### src/rtl/lane_seq_params.svh
// constants for the byte lane access sequencer
// assumes inclusion by the sequencer package and module only
`ifndef LANE_SEQ_PARAMS_SVH
`define LANE_SEQ_PARAMS_SVH
`define ADDR_W        24
`define DATA_W        16
`define SIZE_W        3
`define MAX_BYTES     4
`define BYTE_W        8
`define LANE_ON_N     1'b0
`define LANE_OFF_N    1'b1
`endif

### src/rtl/lane_seq_pkg.sv
// types for the byte lane access sequencer
// assumes lane_seq_params.svh is on the include path
`include "lane_seq_params.svh"
package lane_seq_pkg;
  typedef enum logic [1:0] {
    cyc_even_byte = 2'b10,
    cyc_odd_byte  = 2'b01,
    cyc_even_word = 2'b00
  } cycle_kind_t;

  typedef struct packed {
    logic [`ADDR_W-1:0]             addr;
    logic [`SIZE_W-1:0]             nbytes;
    logic                           write;
    logic [`MAX_BYTES*`BYTE_W-1:0]  wdata;
  } op_req_t;

  typedef struct packed {
    logic [`ADDR_W-1:1] word_addr;
    logic               lsb;
    logic               upper_n;
    logic               write;
    logic [`DATA_W-1:0] wdata;
  } bus_cycle_t;

  typedef enum logic [0:0] {
    st_idle = 1'b0,
    st_run  = 1'b1
  } seq_state_t;
endpackage

### src/rtl/byte_lane_access_sequencer.sv
// byte lane access sequencer: splits operands of 1..4 bytes at any byte
// address into even byte, odd byte and even word bus cycles.
// assumes a bus engine that takes one cycle per cyc_ready and returns
// read lanes with rd_valid on the cycle it completes.
// Functional notes
// - 24-bit byte address, 16M locations
// - any size and alignment, never trapped
// - three cycle kinds by enable and lsb
// - every access built from those kinds
// - cycles of one operand back to back
// - cycle count from size and alignment
`timescale 1ns/1ps
`include "lane_seq_params.svh"
module byte_lane_access_sequencer
  import lane_seq_pkg::*;
#(
  parameter int MAX_BYTES = `MAX_BYTES
) (
  input  wire logic                      clk,        // bus clock
  input  wire logic                      rstn,       // async reset, low
  input  wire logic                      op_valid,   // operand request
  output logic                           op_ready,   // request taken
  input  wire op_req_t                   op,         // operand request
  output logic                           op_done,    // operand finished
  output logic [`MAX_BYTES*`BYTE_W-1:0]  op_rdata,   // assembled read data
  output logic                           cyc_valid,  // bus cycle offered
  input  wire logic                      cyc_ready,  // bus cycle taken
  output bus_cycle_t                     cyc,        // bus cycle fields
  output logic [`ADDR_W-1:1]             word_address_lines, // to both banks
  output logic                           byte_select_lsb,    // lower bank sel
  output logic                           upper_lane_enable_n,// upper bank sel
  input  wire logic                      rd_valid,   // read cycle complete
  input  wire logic [`DATA_W-1:0]        muxed_addr_data_lines // read lanes
);
  // refuse operand widths the byte buffers cannot hold
  if (MAX_BYTES < 1 || MAX_BYTES > `MAX_BYTES) begin
    $error("MAX_BYTES out of range");
  end

  seq_state_t                     state, next_state;
  logic [`ADDR_W-1:0]             addr, next_addr;
  logic [`SIZE_W-1:0]             left, next_left;
  logic [`SIZE_W-1:0]             pos, next_pos;
  logic                           wr, next_wr;
  logic [`MAX_BYTES*`BYTE_W-1:0]  wbuf, next_wbuf;
  logic [`MAX_BYTES*`BYTE_W-1:0]  rbuf, next_rbuf;
  logic                           done, next_done;
  logic [`SIZE_W-1:0]             pend, next_pend;
  // reads complete in order, so one tracker follows the oldest
  logic [`SIZE_W-1:0]             rd_pos, next_rd_pos;
  logic                           rd_lo;
  logic                           rd_two;
  logic                           rd_pos_valid;
  logic [`ADDR_W-1:0]             rd_addr, next_rd_addr;
  logic [`SIZE_W-1:0]             rd_left, next_rd_left;

  // picks the cycle kind for the current address and bytes left
  // odd address first aligns the rest to words
  function automatic cycle_kind_t pick(input logic lsb, input logic [`SIZE_W-1:0] n);
    if (lsb)
      return cyc_odd_byte;
    else if (n >= `SIZE_W'(2))
      return cyc_even_word;
    else
      return cyc_even_byte;
  endfunction

  // bytes moved by a cycle kind
  function automatic logic [`SIZE_W-1:0] width_of(input cycle_kind_t k);
    return (k == cyc_even_word) ? `SIZE_W'(2) : `SIZE_W'(1);
  endfunction

  cycle_kind_t        kind;
  logic [`SIZE_W-1:0] step;
  logic [`DATA_W-1:0] lane_wdata;
  // kind encoding
  // idle with no bytes left decodes by addr[0] as even byte or odd byte; pins masked then
  assign kind = pick(addr[0], left);
  assign step = width_of(kind);

  // write lanes: odd byte rides the upper lane, even byte the lower
  assign lane_wdata = (kind == cyc_odd_byte) ?
                      {wbuf[pos*`BYTE_W +: `BYTE_W], `BYTE_W'(0)} :
                      (kind == cyc_even_word) ? wbuf[pos*`BYTE_W +: `DATA_W] :
                      {`BYTE_W'(0), wbuf[pos*`BYTE_W +: `BYTE_W]};

  // enable low selects upper bank
  // one driver for the whole cycle record
  assign cyc = '{word_addr: addr[`ADDR_W-1:1],
                 lsb:       kind[0],
                 upper_n:   kind[1],
                 write:     wr,
                 wdata:     lane_wdata};
  assign word_address_lines  = state == st_run ? cyc.word_addr : '0;
  assign byte_select_lsb     = state == st_run ? cyc.lsb : 1'b0;
  assign upper_lane_enable_n = state == st_run ? cyc.upper_n : `LANE_OFF_N;
  assign cyc_valid = state == st_run;
  // any operand accepted
  // no new operand while reads are still owed
  assign op_ready  = state == st_idle && pend == '0;
  assign op_done   = done;
  assign op_rdata  = rbuf;

  // next state of the sequencer
  always_comb begin
    next_state = state;
    next_addr  = addr;
    next_left  = left;
    next_pos   = pos;
    next_wr    = wr;
    next_wbuf  = wbuf;
    next_rbuf  = rbuf;
    next_done  = 1'b0;
    next_pend  = pend;
    // read lanes land by the byte position of their cycle
    if (rd_valid && pend != '0) begin
      next_pend = pend - `SIZE_W'(1);
    end
    unique case (state)
      st_idle: begin
        // a zero-byte request is taken and dropped
        if (op_valid && op_ready && op.nbytes != '0) begin
          next_state = st_run;
          next_addr  = op.addr;
          next_left  = op.nbytes;
          next_pos   = '0;
          next_wr    = op.write;
          next_wbuf  = op.wdata;
          next_rbuf  = '0;
        end
      end
      st_run: begin
        if (cyc_ready) begin
          next_addr = addr + `ADDR_W'(step);
          next_left = left - step;
          next_pos  = pos + step;
          if (!wr)
            next_pend = next_pend + `SIZE_W'(1);
          if (left == step) begin
            next_state = st_idle;
            next_done  = wr;
          end
        end
      end
    endcase
    if (rd_pos_valid) begin
      next_rbuf[rd_pos*`BYTE_W +: `BYTE_W] = rd_lo ?
        muxed_addr_data_lines[`BYTE_W +: `BYTE_W] : muxed_addr_data_lines[0 +: `BYTE_W];
      // a word read fills two buffer bytes
      if (rd_two)
        next_rbuf[(rd_pos+`SIZE_W'(1))*`BYTE_W +: `BYTE_W] =
          muxed_addr_data_lines[`BYTE_W +: `BYTE_W];
      // last response after the final cycle ends a read
      if (pend == `SIZE_W'(1) && state == st_idle)
        next_done = 1'b1;
    end
  end

  // tracks where the oldest outstanding read lands
  assign rd_pos_valid = rd_valid && pend != '0;
  assign rd_lo  = rd_addr[0];
  assign rd_two = pick(rd_addr[0], rd_left) == cyc_even_word;

  // read position bookkeeping
  always_comb begin
    next_rd_pos  = rd_pos;
    next_rd_addr = rd_addr;
    next_rd_left = rd_left;
    if (state == st_idle && op_valid && op_ready) begin
      next_rd_pos  = '0;
      next_rd_addr = op.addr;
      next_rd_left = op.nbytes;
    end else if (rd_pos_valid) begin
      next_rd_pos  = rd_pos + width_of(pick(rd_addr[0], rd_left));
      next_rd_addr = rd_addr + `ADDR_W'(width_of(pick(rd_addr[0], rd_left)));
      next_rd_left = rd_left - width_of(pick(rd_addr[0], rd_left));
    end
  end

  // registers of the sequencer
  // async clear loads constants only
  always_ff @(posedge clk or negedge rstn) begin
    if (!rstn) begin
      state   <= st_idle;
      addr    <= '0;
      left    <= '0;
      pos     <= '0;
      wr      <= 1'b0;
      wbuf    <= '0;
      rbuf    <= '0;
      done    <= 1'b0;
      pend    <= '0;
      rd_pos  <= '0;
      rd_addr <= '0;
      rd_left <= '0;
    end else begin
      state   <= next_state;
      addr    <= next_addr;
      left    <= next_left;
      pos     <= next_pos;
      wr      <= next_wr;
      wbuf    <= next_wbuf;
      rbuf    <= next_rbuf;
      done    <= next_done;
      pend    <= next_pend;
      rd_pos  <= next_rd_pos;
      rd_addr <= next_rd_addr;
      rd_left <= next_rd_left;
    end
  end
endmodule

### config.mk
export PLATFORM = sky130hd
export DESIGN_NAME = byte_lane_access_sequencer
export DESIGN_NICKNAME = d
export VERILOG_FILES = /design/src/rtl/lane_seq_pkg.sv /design/src/rtl/byte_lane_access_sequencer.sv
export VERILOG_INCLUDE_DIRS = /design/src /design/src/rtl
export SDC_FILE = /design/constraint.sdc
export NUM_CORES = 1
export LEC_CHECK = 0
export BUFFER_PORTS_ARGS = -buffer_cell sky130_fd_sc_hd__buf_4
export CAP_MARGIN = 20
export CORE_MARGIN = 4
export CORE_UTILIZATION = 50
export CTS_BUF_LIST = sky130_fd_sc_hd__clkbuf_8
export DETAILED_ROUTE_END_ITERATION = 6
export PLACE_DENSITY = 0.88
export SLEW_MARGIN = 20
export SYNTH_ARGS = -nofsm -noshare
export SYNTH_HDL_FRONTEND = slang
export SYNTH_SLANG_ARGS = --single-unit
### constraint.sdc
create_clock -name clk -period 3 [get_ports clk]
set_input_delay 0.6 -clock clk [delete_from_list [all_inputs] [get_ports clk]]
set_output_delay 0.6 -clock clk [all_outputs]
set_load 0.01 [all_outputs]
# ---- Word-level counts from Yosys, hierarchy flattened
# Cells that the tools add are included.
dict set report totals {
  input_bits 81
  reg_bits 130
  romBits 0
  mem_count 0
  latchBits 0
  ram_bits 0
}
dict set report classes {
  eq_ne 5
  add_sub_neg 11
  multipliers 0
  n_div 0
  reduce_logical 16
  n_mux 48
  magnitude_cmp 2
  shift 6
  n_bitwise 1
}
# cell n
set op_table {}
lappend op_table {{$mux W32} 4}
lappend op_table {{$mux W24} 4}
lappend op_table {{$shift A8 B34 Y32 const A} 2}
lappend op_table {{$shiftx A8 B34 Y32} 2}
lappend op_table {{$bwmux W32} 2}
lappend op_table {{$pmux W24 S2} 1}
lappend op_table {{$mux W3} 12}
lappend op_table {{$neg A6 Y34} 1}
lappend op_table {{$neg A7 Y34} 1}
lappend op_table {{$mux W16} 2}
lappend op_table {{$shiftx A32 B7 Y16} 1}
lappend op_table {{$shiftx A32 B7 Y8} 1}
lappend op_table {{$add A24 B2 Y24} 1}
lappend op_table {{$add A24 B3 Y24} 1}
lappend op_table {{$mux W23} 1}
lappend op_table {{$mux W2} 8}
lappend op_table {{$pmux W3 S2} 2}
lappend op_table {{$mux W1} 10}
lappend op_table {{$mux W8} 1}
lappend op_table {{$logic_and A1 B1 Y1} 7}
lappend op_table {{$ge A3 B2 Y1 const B} 2}
lappend op_table {{$logic_not A2 Y1} 3}
lappend op_table {{$reduce_bool A3 Y1} 2}
lappend op_table {{$sub A3 B2 Y3} 2}
lappend op_table {{other kinds (15)} 16}

# ---- Longest topological paths before layout
# Gate-level depths: netlist of the first run.
dict set report depth {
  ltp_word 11
  mapped_depth 11
  ltp_nobuf 9
}

# ---- Worst setup path before layout of the first run
# Ideal clock, no wire load.
dict set report synth_path {
  path_kind {reg2reg}
  startpoint {register rd_pos[0]}
  endpoint {register rbuf[0] (netlist: op_rdata[0])}
  arrival_ns 2.993
  required_time_ns 2.920
  setup_time_ns 0.080
  slack_ns -0.073
  n_path_buf 2
  path_stages_with_launch 12
  path_cell_list {dfrtp_1 -> clkbuf_1 -> inv_1 -> ha_1 -> clkbuf_1 -> nor2b_1 -> nand2_1 -> ha_1 -> inv_1 -> or3_1 -> a311oi_4 -> mux2i_1}
}
dict set report synth_via {
  elab_chain_cells 6
  elab_cells_between_ends 11
  classes_between {add/sub (3); shift (4); mux (4)}
}
# item line
set synth_rtl {}
lappend synth_rtl {{start, declared} byte_lane_access_sequencer.sv:50} ;# logic [`SIZE_W-1:0] rd_pos, next_rd_pos;
lappend synth_rtl {{start signal, assigned} byte_lane_access_sequencer.sv:206} ;# rd_pos <= next_rd_pos;
lappend synth_rtl {{$add A3 B1 Y4 or $neg A6 Y34 (tied branches)} {byte_lane_access_sequencer.sv:151, byte_lane_access_sequencer.sv:147}}
lappend synth_rtl {{$neg A7 Y34, or another cell as far along} byte_lane_access_sequencer.sv:151} ;# next_rbuf[(rd_pos+`SIZE_W'(1))*`BYTE_W +: `BYTE_W] =
lappend synth_rtl {{$shiftx A8 B34 Y32, or another cell as far along} byte_lane_access_sequencer.sv:151}
lappend synth_rtl {{$bwmux W32} byte_lane_access_sequencer.sv:151}
lappend synth_rtl {{$mux W32 *} byte_lane_access_sequencer.sv:150} ;# if (rd_two)
lappend synth_rtl {{$mux W32 *} byte_lane_access_sequencer.sv:146} ;# if (rd_pos_valid) begin
lappend synth_rtl {{named net next_rbuf[0]} byte_lane_access_sequencer.sv:46} ;# logic [`MAX_BYTES*`BYTE_W-1:0] rbuf, next_rbuf;
lappend synth_rtl {{end signal, assigned} byte_lane_access_sequencer.sv:203} ;# rbuf <= next_rbuf;
lappend synth_rtl {{end, declared} byte_lane_access_sequencer.sv:46}
# Mark *: on every way through the listed nets, which the timed path passes. The rest lies on a longest branch.
# A chain may end at the register's enable or synchronous reset.

# ---- Worst setup path after layout of the first run
dict set report layout_path {
  startpoint {register rd_pos[1]}
  endpoint {register rbuf[1] (netlist: op_rdata[1])}
}
# Same word-level chain as after synthesis.

==> impl_metrics.yaml, run 1 <==
floorplanning:
  dieHeight_um: 125
  floorplan.initialDensity_pct: 51.1
  dieArea_um2: 15500
  dieWidth_um: 125
  core_area_um2: 13300
  io_pins: 183
  rows: 42
route:
  route.met3.wl_mm: 1.98
  drc: 0
  top_layer: "met4"
  final_antenna_net_count: 0
  wl_mm: 20.6
  detail_route.first_pass.iterations: 5
  route.met2.wl_mm: 9.40
  met1Wirelength_mm: 8.55
  vias: 6560
  viasPerCell: 6.09
  drt_first_iter_violations: 748
  wl_per_cell_um: 19.1
placed_design:
  io_buffers: 182
  finalWeightedCongestion: 0.971
  dp_hpwl_mm: 15.0
synthesis:
  yosysWarningCount: 0
  synthArstFlopShare_pct: 100
  yosysUniqueCellTypes: 69
  synthTopCellsByArea: "dfrtp_1 39%, mux2_2 7.0%, nand2_1 5.1%, mux2i_1 4.1%, ha_1 3.3%"
  syn_area_um2: 6790
  ys.flop_type: "dfrtp_1"
  ys_seq_area_share_pct: 39.4
  yosysTopAreaCell: "dfrtp_1"
  synth.avg_cell_area_um2: 9.37
  yosysTopAreaCellShare_pct: 39.4
  synth_edf_count: 0
  synth_fp_nets: 826
  netlist_instances: 725
  ys_ff_latch: 107
setup_path:
  reg2reg_to: "op_rdata[1]$_DFF_PN0_"
  crit_buf_inv: 3
  end_kind: "flop"
  critPathSlowestCell: "dfrtp_1"
  critPathMaxFanout: 8
  cp_top_family: "simple AND/OR/NAND/NOR gates"
  cp.required_ns: 3.31
  arrival_ns: 3.11
  r2r_cells: 10
  critPathKind: "flop to flop"
  reg2reg_from: "rd_pos[1]$_DFFE_PN0P_"
  cp-start-kind: "flop"
  cp_slowest_stage_delay_ns: 0.46
  rrSetupSlack_ns: 0.19
  path_cells: "inv_1 -> ha_1 -> nor2b_2 -> nand2_1 -> ha_1 -> inv_1 -> or3_1 -> a311oi_4 -> buf_4 -> mux2i_1"
sta:
  tightest_slew_ns: 0.775
  timing.final.crit_share_pct: 93.6
  slew_headroom_pct: 48.2
  setup_viol: 0
  rsz0062_at_grt: "no"
  fin_hold_ws_ns: 0.242
  finalSetupTns_ns: 0
  skew_ns: 0.0124
  fin_crit_ns: 2.81
  finalMaxSlewViolations: 0
  clock.fmax_mhz: 356
  hold_violations: 0
power:
  leakagePower_nw: 3.95
  ir_worst_vdd_mv: 0.481
  power.density_nw_per_um2: 1060
clocking:
  clock_latency_ns: 0.39
  post_cts_buffers: 0
  ctsResizeCount: 0
  cts.clk_slew.worst_paths_ns: 0.12
  cts_tree: "yes"
  ctsHoldBuffers: 0
  htree_levels: 3
  cts.sinks: 107
  numCtsBuffers: 9
  cts.path.max_buffers: 2
  cts_root_buf: "clkbuf_8"
cells_and_area:
  diodes: 0
  multiInputGateArea_um2: 3810
  n_fill_cell: 1099
  mostFrequentLayoutCells: "207 x buf_4, 106 x dfrtp_1, 91 x nand2_1"
  final_nets: 997
  drive_above_1_share_pct: 31.6
  area_delta_synth_final_pct: 26.9
  layout_commonest_cell: "buf_4"
  seqCellArea_um2: 2680
grt:
  gr-usage-all-layers_pct: 25.7
  antenna_found_initial: 0
  grt_pass1_wl_mm: 33.1
  grt-ovfl-total: 0
  grt_pass1_vias: 6201
  grt_max_degree: 55
status:
  status: "finished, final reports clean"
run:
  max_cap_viol_count: 0
min_path:
  hold_class: "primary input to async pin"
[per-layer routing]
layer | global-route usage, % | vias to the layer above
met4 | 8.64 | 0
met5 | 0 | -
met2 | 40.5 | 371
met1 | 35.0 | 3118
met3 | 5.83 | 53
li1 | - | 3018
[cell usage after synthesis (4+ instances only)]
master	number
nand4_1	22
a211oi_1	22
a21boi_0	21
clkbuf_1	35
nand2_1	92
mux2_2	42
a22o_1	10
nor2b_1	20
and2_1	20
nand3_1	17
o21ai_0	27
xnor2_1	5
o311ai_0	6
o22ai_1	22
a22oi_1	17
nand2b_1	5
buf_1	4
mux2i_1	28
or3_1	6
nor3_1	21
dfrtp_1	107
a21oi_1	27
nor2_1	21
o31ai_1	7
inv_1	24
ha_1	18
nor4_1	4
[logic make-up after synthesis]
family | share of synthesized area (%)
flip-flops | 39.4
multiplexers | 11.1
AO/OA/AOI/OAI | 19.9
buffers and inverters | 4.88
XOR/XNOR | 1.71
AND/OR/NAND/NOR | 19.0
adder cells (fa/ha/maj) | 3.91
[final cells by class]
cell class / instances / area share, %
Multi-Input combinational cell: 543 / 44.2
Sequential cell: 107 / 31.1
Timing Repair Buffer: 209 / 18.5
Tap cell: 176 / 2.56
Clock buffer: 9 / 1.44
Inverter: 26 / 1.13
Clock inverter: 7 / 1.09
[power by group]
group | internal (mW) | total, mW | switching, mW
Clock | 0.341 | 0.940 | 0.599
Combinational | 2.53 | 5.33 | 2.80
Sequential | 2.13 | 2.84 | 0.712
[worst max-delay path by stage]
stage	startpoint	to	slack, ns	cells past startpoint
after floorplan	rd_pos[0]$_DFFE_PN0P_	op_rdata[0]$_DFF_PN0_	0.04	11
after global routing	rd_pos[1]$_DFFE_PN0P_	op_rdata[1]$_DFF_PN0_	0.01	10
after CTS	rd_pos[0]$_DFFE_PN0P_	op_rdata[1]$_DFF_PN0_	0.12	10
final	rd_pos[1]$_DFFE_PN0P_	op_rdata[1]$_DFF_PN0_	0.19	10
after detailed placement	rd_pos[0]$_DFFE_PN0P_	op_rdata[3]$_DFF_PN0_	0.18	10
after global placement	rd_pos[0]$_DFFE_PN0P_	op_rdata[6]$_DFF_PN0_	0.29	10
[metrics by stage]
step | total power [mW] | util (%) | instance area, um2 | cells | setup WS (ns)
after floorplan | 5.97 | - | 6790 | 725 | 0.0437
after global routing | 9.76 | 64.8 | 8620 | 1077 | 0.0102
after detailed placement | 8.10 | 63.1 | 8390 | 1061 | 0.184
after CTS | 9.06 | 64.7 | 8610 | 1077 | 0.116
final | 9.11 | 64.8 | 8620 | 1077 | 0.191
after global placement | 7.92 | 63.1 | 8390 | 1061 | 0.290
[sequential cells by signal, summed over array words and instances, names as in the netlist]
signal,count
addr,24
cyc_valid,1
left,3
op_done,1
op_rdata,32
pend,3
pos,3
rd_addr,1
rd_left,3
rd_pos,3
wbuf,32
wr,1
No activity file was read; power rests on OpenSTA's default activity.
==> inputs of run 2 (changes only) <==
--- a/config.mk
+++ b/config.mk
@@ -9,10 +9,10 @@
 export BUFFER_PORTS_ARGS = -buffer_cell sky130_fd_sc_hd__buf_4
 export CAP_MARGIN = 20
 export CORE_MARGIN = 4
-export CORE_UTILIZATION = 50
+export CORE_UTILIZATION = 59
 export CTS_BUF_LIST = sky130_fd_sc_hd__clkbuf_8
 export DETAILED_ROUTE_END_ITERATION = 6
-export PLACE_DENSITY = 0.88
+export PLACE_DENSITY = 0.95
 export SLEW_MARGIN = 20
 export SYNTH_ARGS = -nofsm -noshare
 export SYNTH_HDL_FRONTEND = slang
==> constraint.sdc (replaced) <==
create_clock -name clk -period 3.6 [get_ports clk]
set_input_delay 0.72 -clock clk [delete_from_list [all_inputs] [get_ports clk]]
set_output_delay 0.72 -clock clk [all_outputs]
set_load 0.01 [all_outputs]
==> impl_metrics.yaml, run 2 (synthesized netlist as in run 1, its figures left out) <==
status:
  status: "finished, final reports clean"
grt:
  grt_pass1_wl_mm: 31.7
  grt_pass1_vias: 6311
  grt-ovfl-total: 0
  gr-usage-all-layers_pct: 30.0
  antenna_found_initial: 0
  grt_max_degree: 108
clocking:
  cts.clk_slew.worst_paths_ns: 0.12
  htree_levels: 3
  cts.path.max_buffers: 2
  ctsHoldBuffers: 0
  cts_root_buf: "clkbuf_8"
  cts.sinks: 107
  cts_tree: "yes"
  ctsResizeCount: 0
  clock_latency_ns: 0.39
  numCtsBuffers: 9
setup_path:
  cp-start-kind: "flop"
  rrSetupSlack_ns: 0.25
  end_kind: "flop"
  cp_slowest_stage_delay_ns: 0.59
  arrival_ns: 3.62
  crit_buf_inv: 1
  critPathSlowestCell: "dfrtp_1"
  reg2reg_to: "op_rdata[19]$_DFF_PN0_"
  path_common_cell: "ha_1"
  reg2reg_from: "rd_pos[0]$_DFFE_PN0P_"
  critPathMaxFanout: 13
  r2r_cells: 9
  cp.required_ns: 3.88
  path_cells: "inv_1 -> ha_1 -> nor2b_1 -> nand2_1 -> ha_1 -> nand4b_1 -> or3_1 -> a21o_1 -> a221oi_1"
  cp_top_family: "simple AND/OR/NAND/NOR gates"
  critPathKind: "flop to flop"
power:
  power_mw: 7.52
  intPower_mw: 4.09
  ir_worst_vdd_mv: 0.493
  swShare_pct: 45.6
  power.switching_mw: 3.43
  pwr-share-clk_pct: 10.3
  combinationalPowerShare_pct: 57.9
  power.density_nw_per_um2: 886
  power_frac_seq_pct: 31.8
  leakagePower_nw: 3.89
sta:
  hold_violations: 0
  finalSetupTns_ns: 0
  finalMaxSlewViolations: 0
  fin_crit_ns: 3.35
  clock.fmax_mhz: 299
  setup_viol: 0
  slew_headroom_pct: 36.5
  skew_ns: 0.0191
  timing.final.crit_share_pct: 93.0
  tightest_slew_ns: 0.945
  rsz0062_at_grt: "no"
min_path:
  hold_class: "primary input to async pin"
placed_design:
  io_buffers: 182
  finalWeightedCongestion: 0.918
  dp_hpwl_mm: 14.3
floorplanning:
  io_pins: 183
  core_area_um2: 11000
  dieHeight_um: 115
  dieArea_um2: 13300
  floorplan.initialDensity_pct: 61.6
  rows: 38
  dieWidth_um: 115
route:
  final_antenna_net_count: 0
  drt_first_iter_violations: 784
  detail_route.first_pass.iterations: 7
  drc: 0
  wl_mm: 20.3
  vias: 6559
  wl_per_cell_um: 19.7
  viasPerCell: 6.37
cells_and_area:
  mostFrequentLayoutCells: "195 x buf_4, 107 x dfrtp_1, 91 x nand2_1"
  diodes: 0
  final_nets: 986
  drive_above_1_share_pct: 30.4
  area_delta_synth_final_pct: 24.9
  layout_commonest_cell: "buf_4"
run:
  max_cap_viol_count: 0
[run 2: worst max-delay path by stage]
stage	endpoint	startpoint	depth (start not counted)	slack, ns
after floorplan	op_rdata[0]$_DFF_PN0_	rd_pos[0]$_DFFE_PN0P_	11	0.53
after global routing	op_rdata[20]$_DFF_PN0_	rd_pos[0]$_DFFE_PN0P_	9	0.003
after CTS	op_rdata[4]$_DFF_PN0_	rd_pos[0]$_DFFE_PN0P_	9	0.18
final	op_rdata[19]$_DFF_PN0_	rd_pos[0]$_DFFE_PN0P_	9	0.25
after detailed placement	op_rdata[2]$_DFF_PN0_	rd_pos[0]$_DFFE_PN0P_	9	0.32
after global placement	op_rdata[4]$_DFF_PN0_	rd_pos[0]$_DFFE_PN0P_	9	0.43
[run 2: area by class of cell]
cell class / instances / area, um2
repair buffers: 198 / 1520
multi-input cells: 543 / 3800
clock buffers: 9 / 124
fillers: 747 / 2550
well taps: 140 / 175
clock inverters: 7 / 83.8
inverters: 26 / 97.6
flip-flops and latches: 107 / 2680
[run 2: metrics by stage]
stage	hold WS (ns)	cell area, um2	setup WS [ns]	util (%)	std cells
2_1_floorplan	0.424	6790	0.527	-	725
3_3_place_gp	0.480	8260	0.429	74.8	1013
3_5_place_dp	0.486	8260	0.319	74.8	1013
4_1_cts	0.413	8460	0.180	76.7	1029
5_1_grt	0.414	8480	0.00274	76.9	1030
6_report	0.375	8480	0.252	76.9	1030
[run 2: what timing repair did]
item / CTS / global route
buffers inserted: 0 / 1
hold endpoints to repair: 0 / 0
setup endpoints to repair: 0 / 8
[run 2: routing by layer]
metal	up-vias	share of wire, %	track usage, %
met1	3144	39	39.0
met3	51	9.6	6.00
met5	-	0	0
met2	365	48	49.0
li1	2999	-	-
met4	0	3.0	13.0
[run 2: worst reg2reg max path, stage by stage (launching register included)]
cell and delay (ns):
dfrtp_1 0.59, inv_1 0.16, ha_1 0.43, nor2b_1 0.29, nand2_1 0.11, ha_1 0.35
nand4b_1 0.29, or3_1 0.41, a21o_1 0.28, a221oi_1 0.33
[run 2: power by group through the flow]
| stage | Combinational [mW] | Sequential [mW] | Clock [mW] |
|---|---|---|---|
| floorplan | 2.66 | 2.31 | 0 |
| global placement | 4.13 | 2.35 | 0 |
| detailed placement | 4.27 | 2.37 | 0 |
| CTS | 4.31 | 2.36 | 0.781 |
| global route | 4.74 | 2.46 | 0.835 |
| finish | 4.35 | 2.39 | 0.778 |
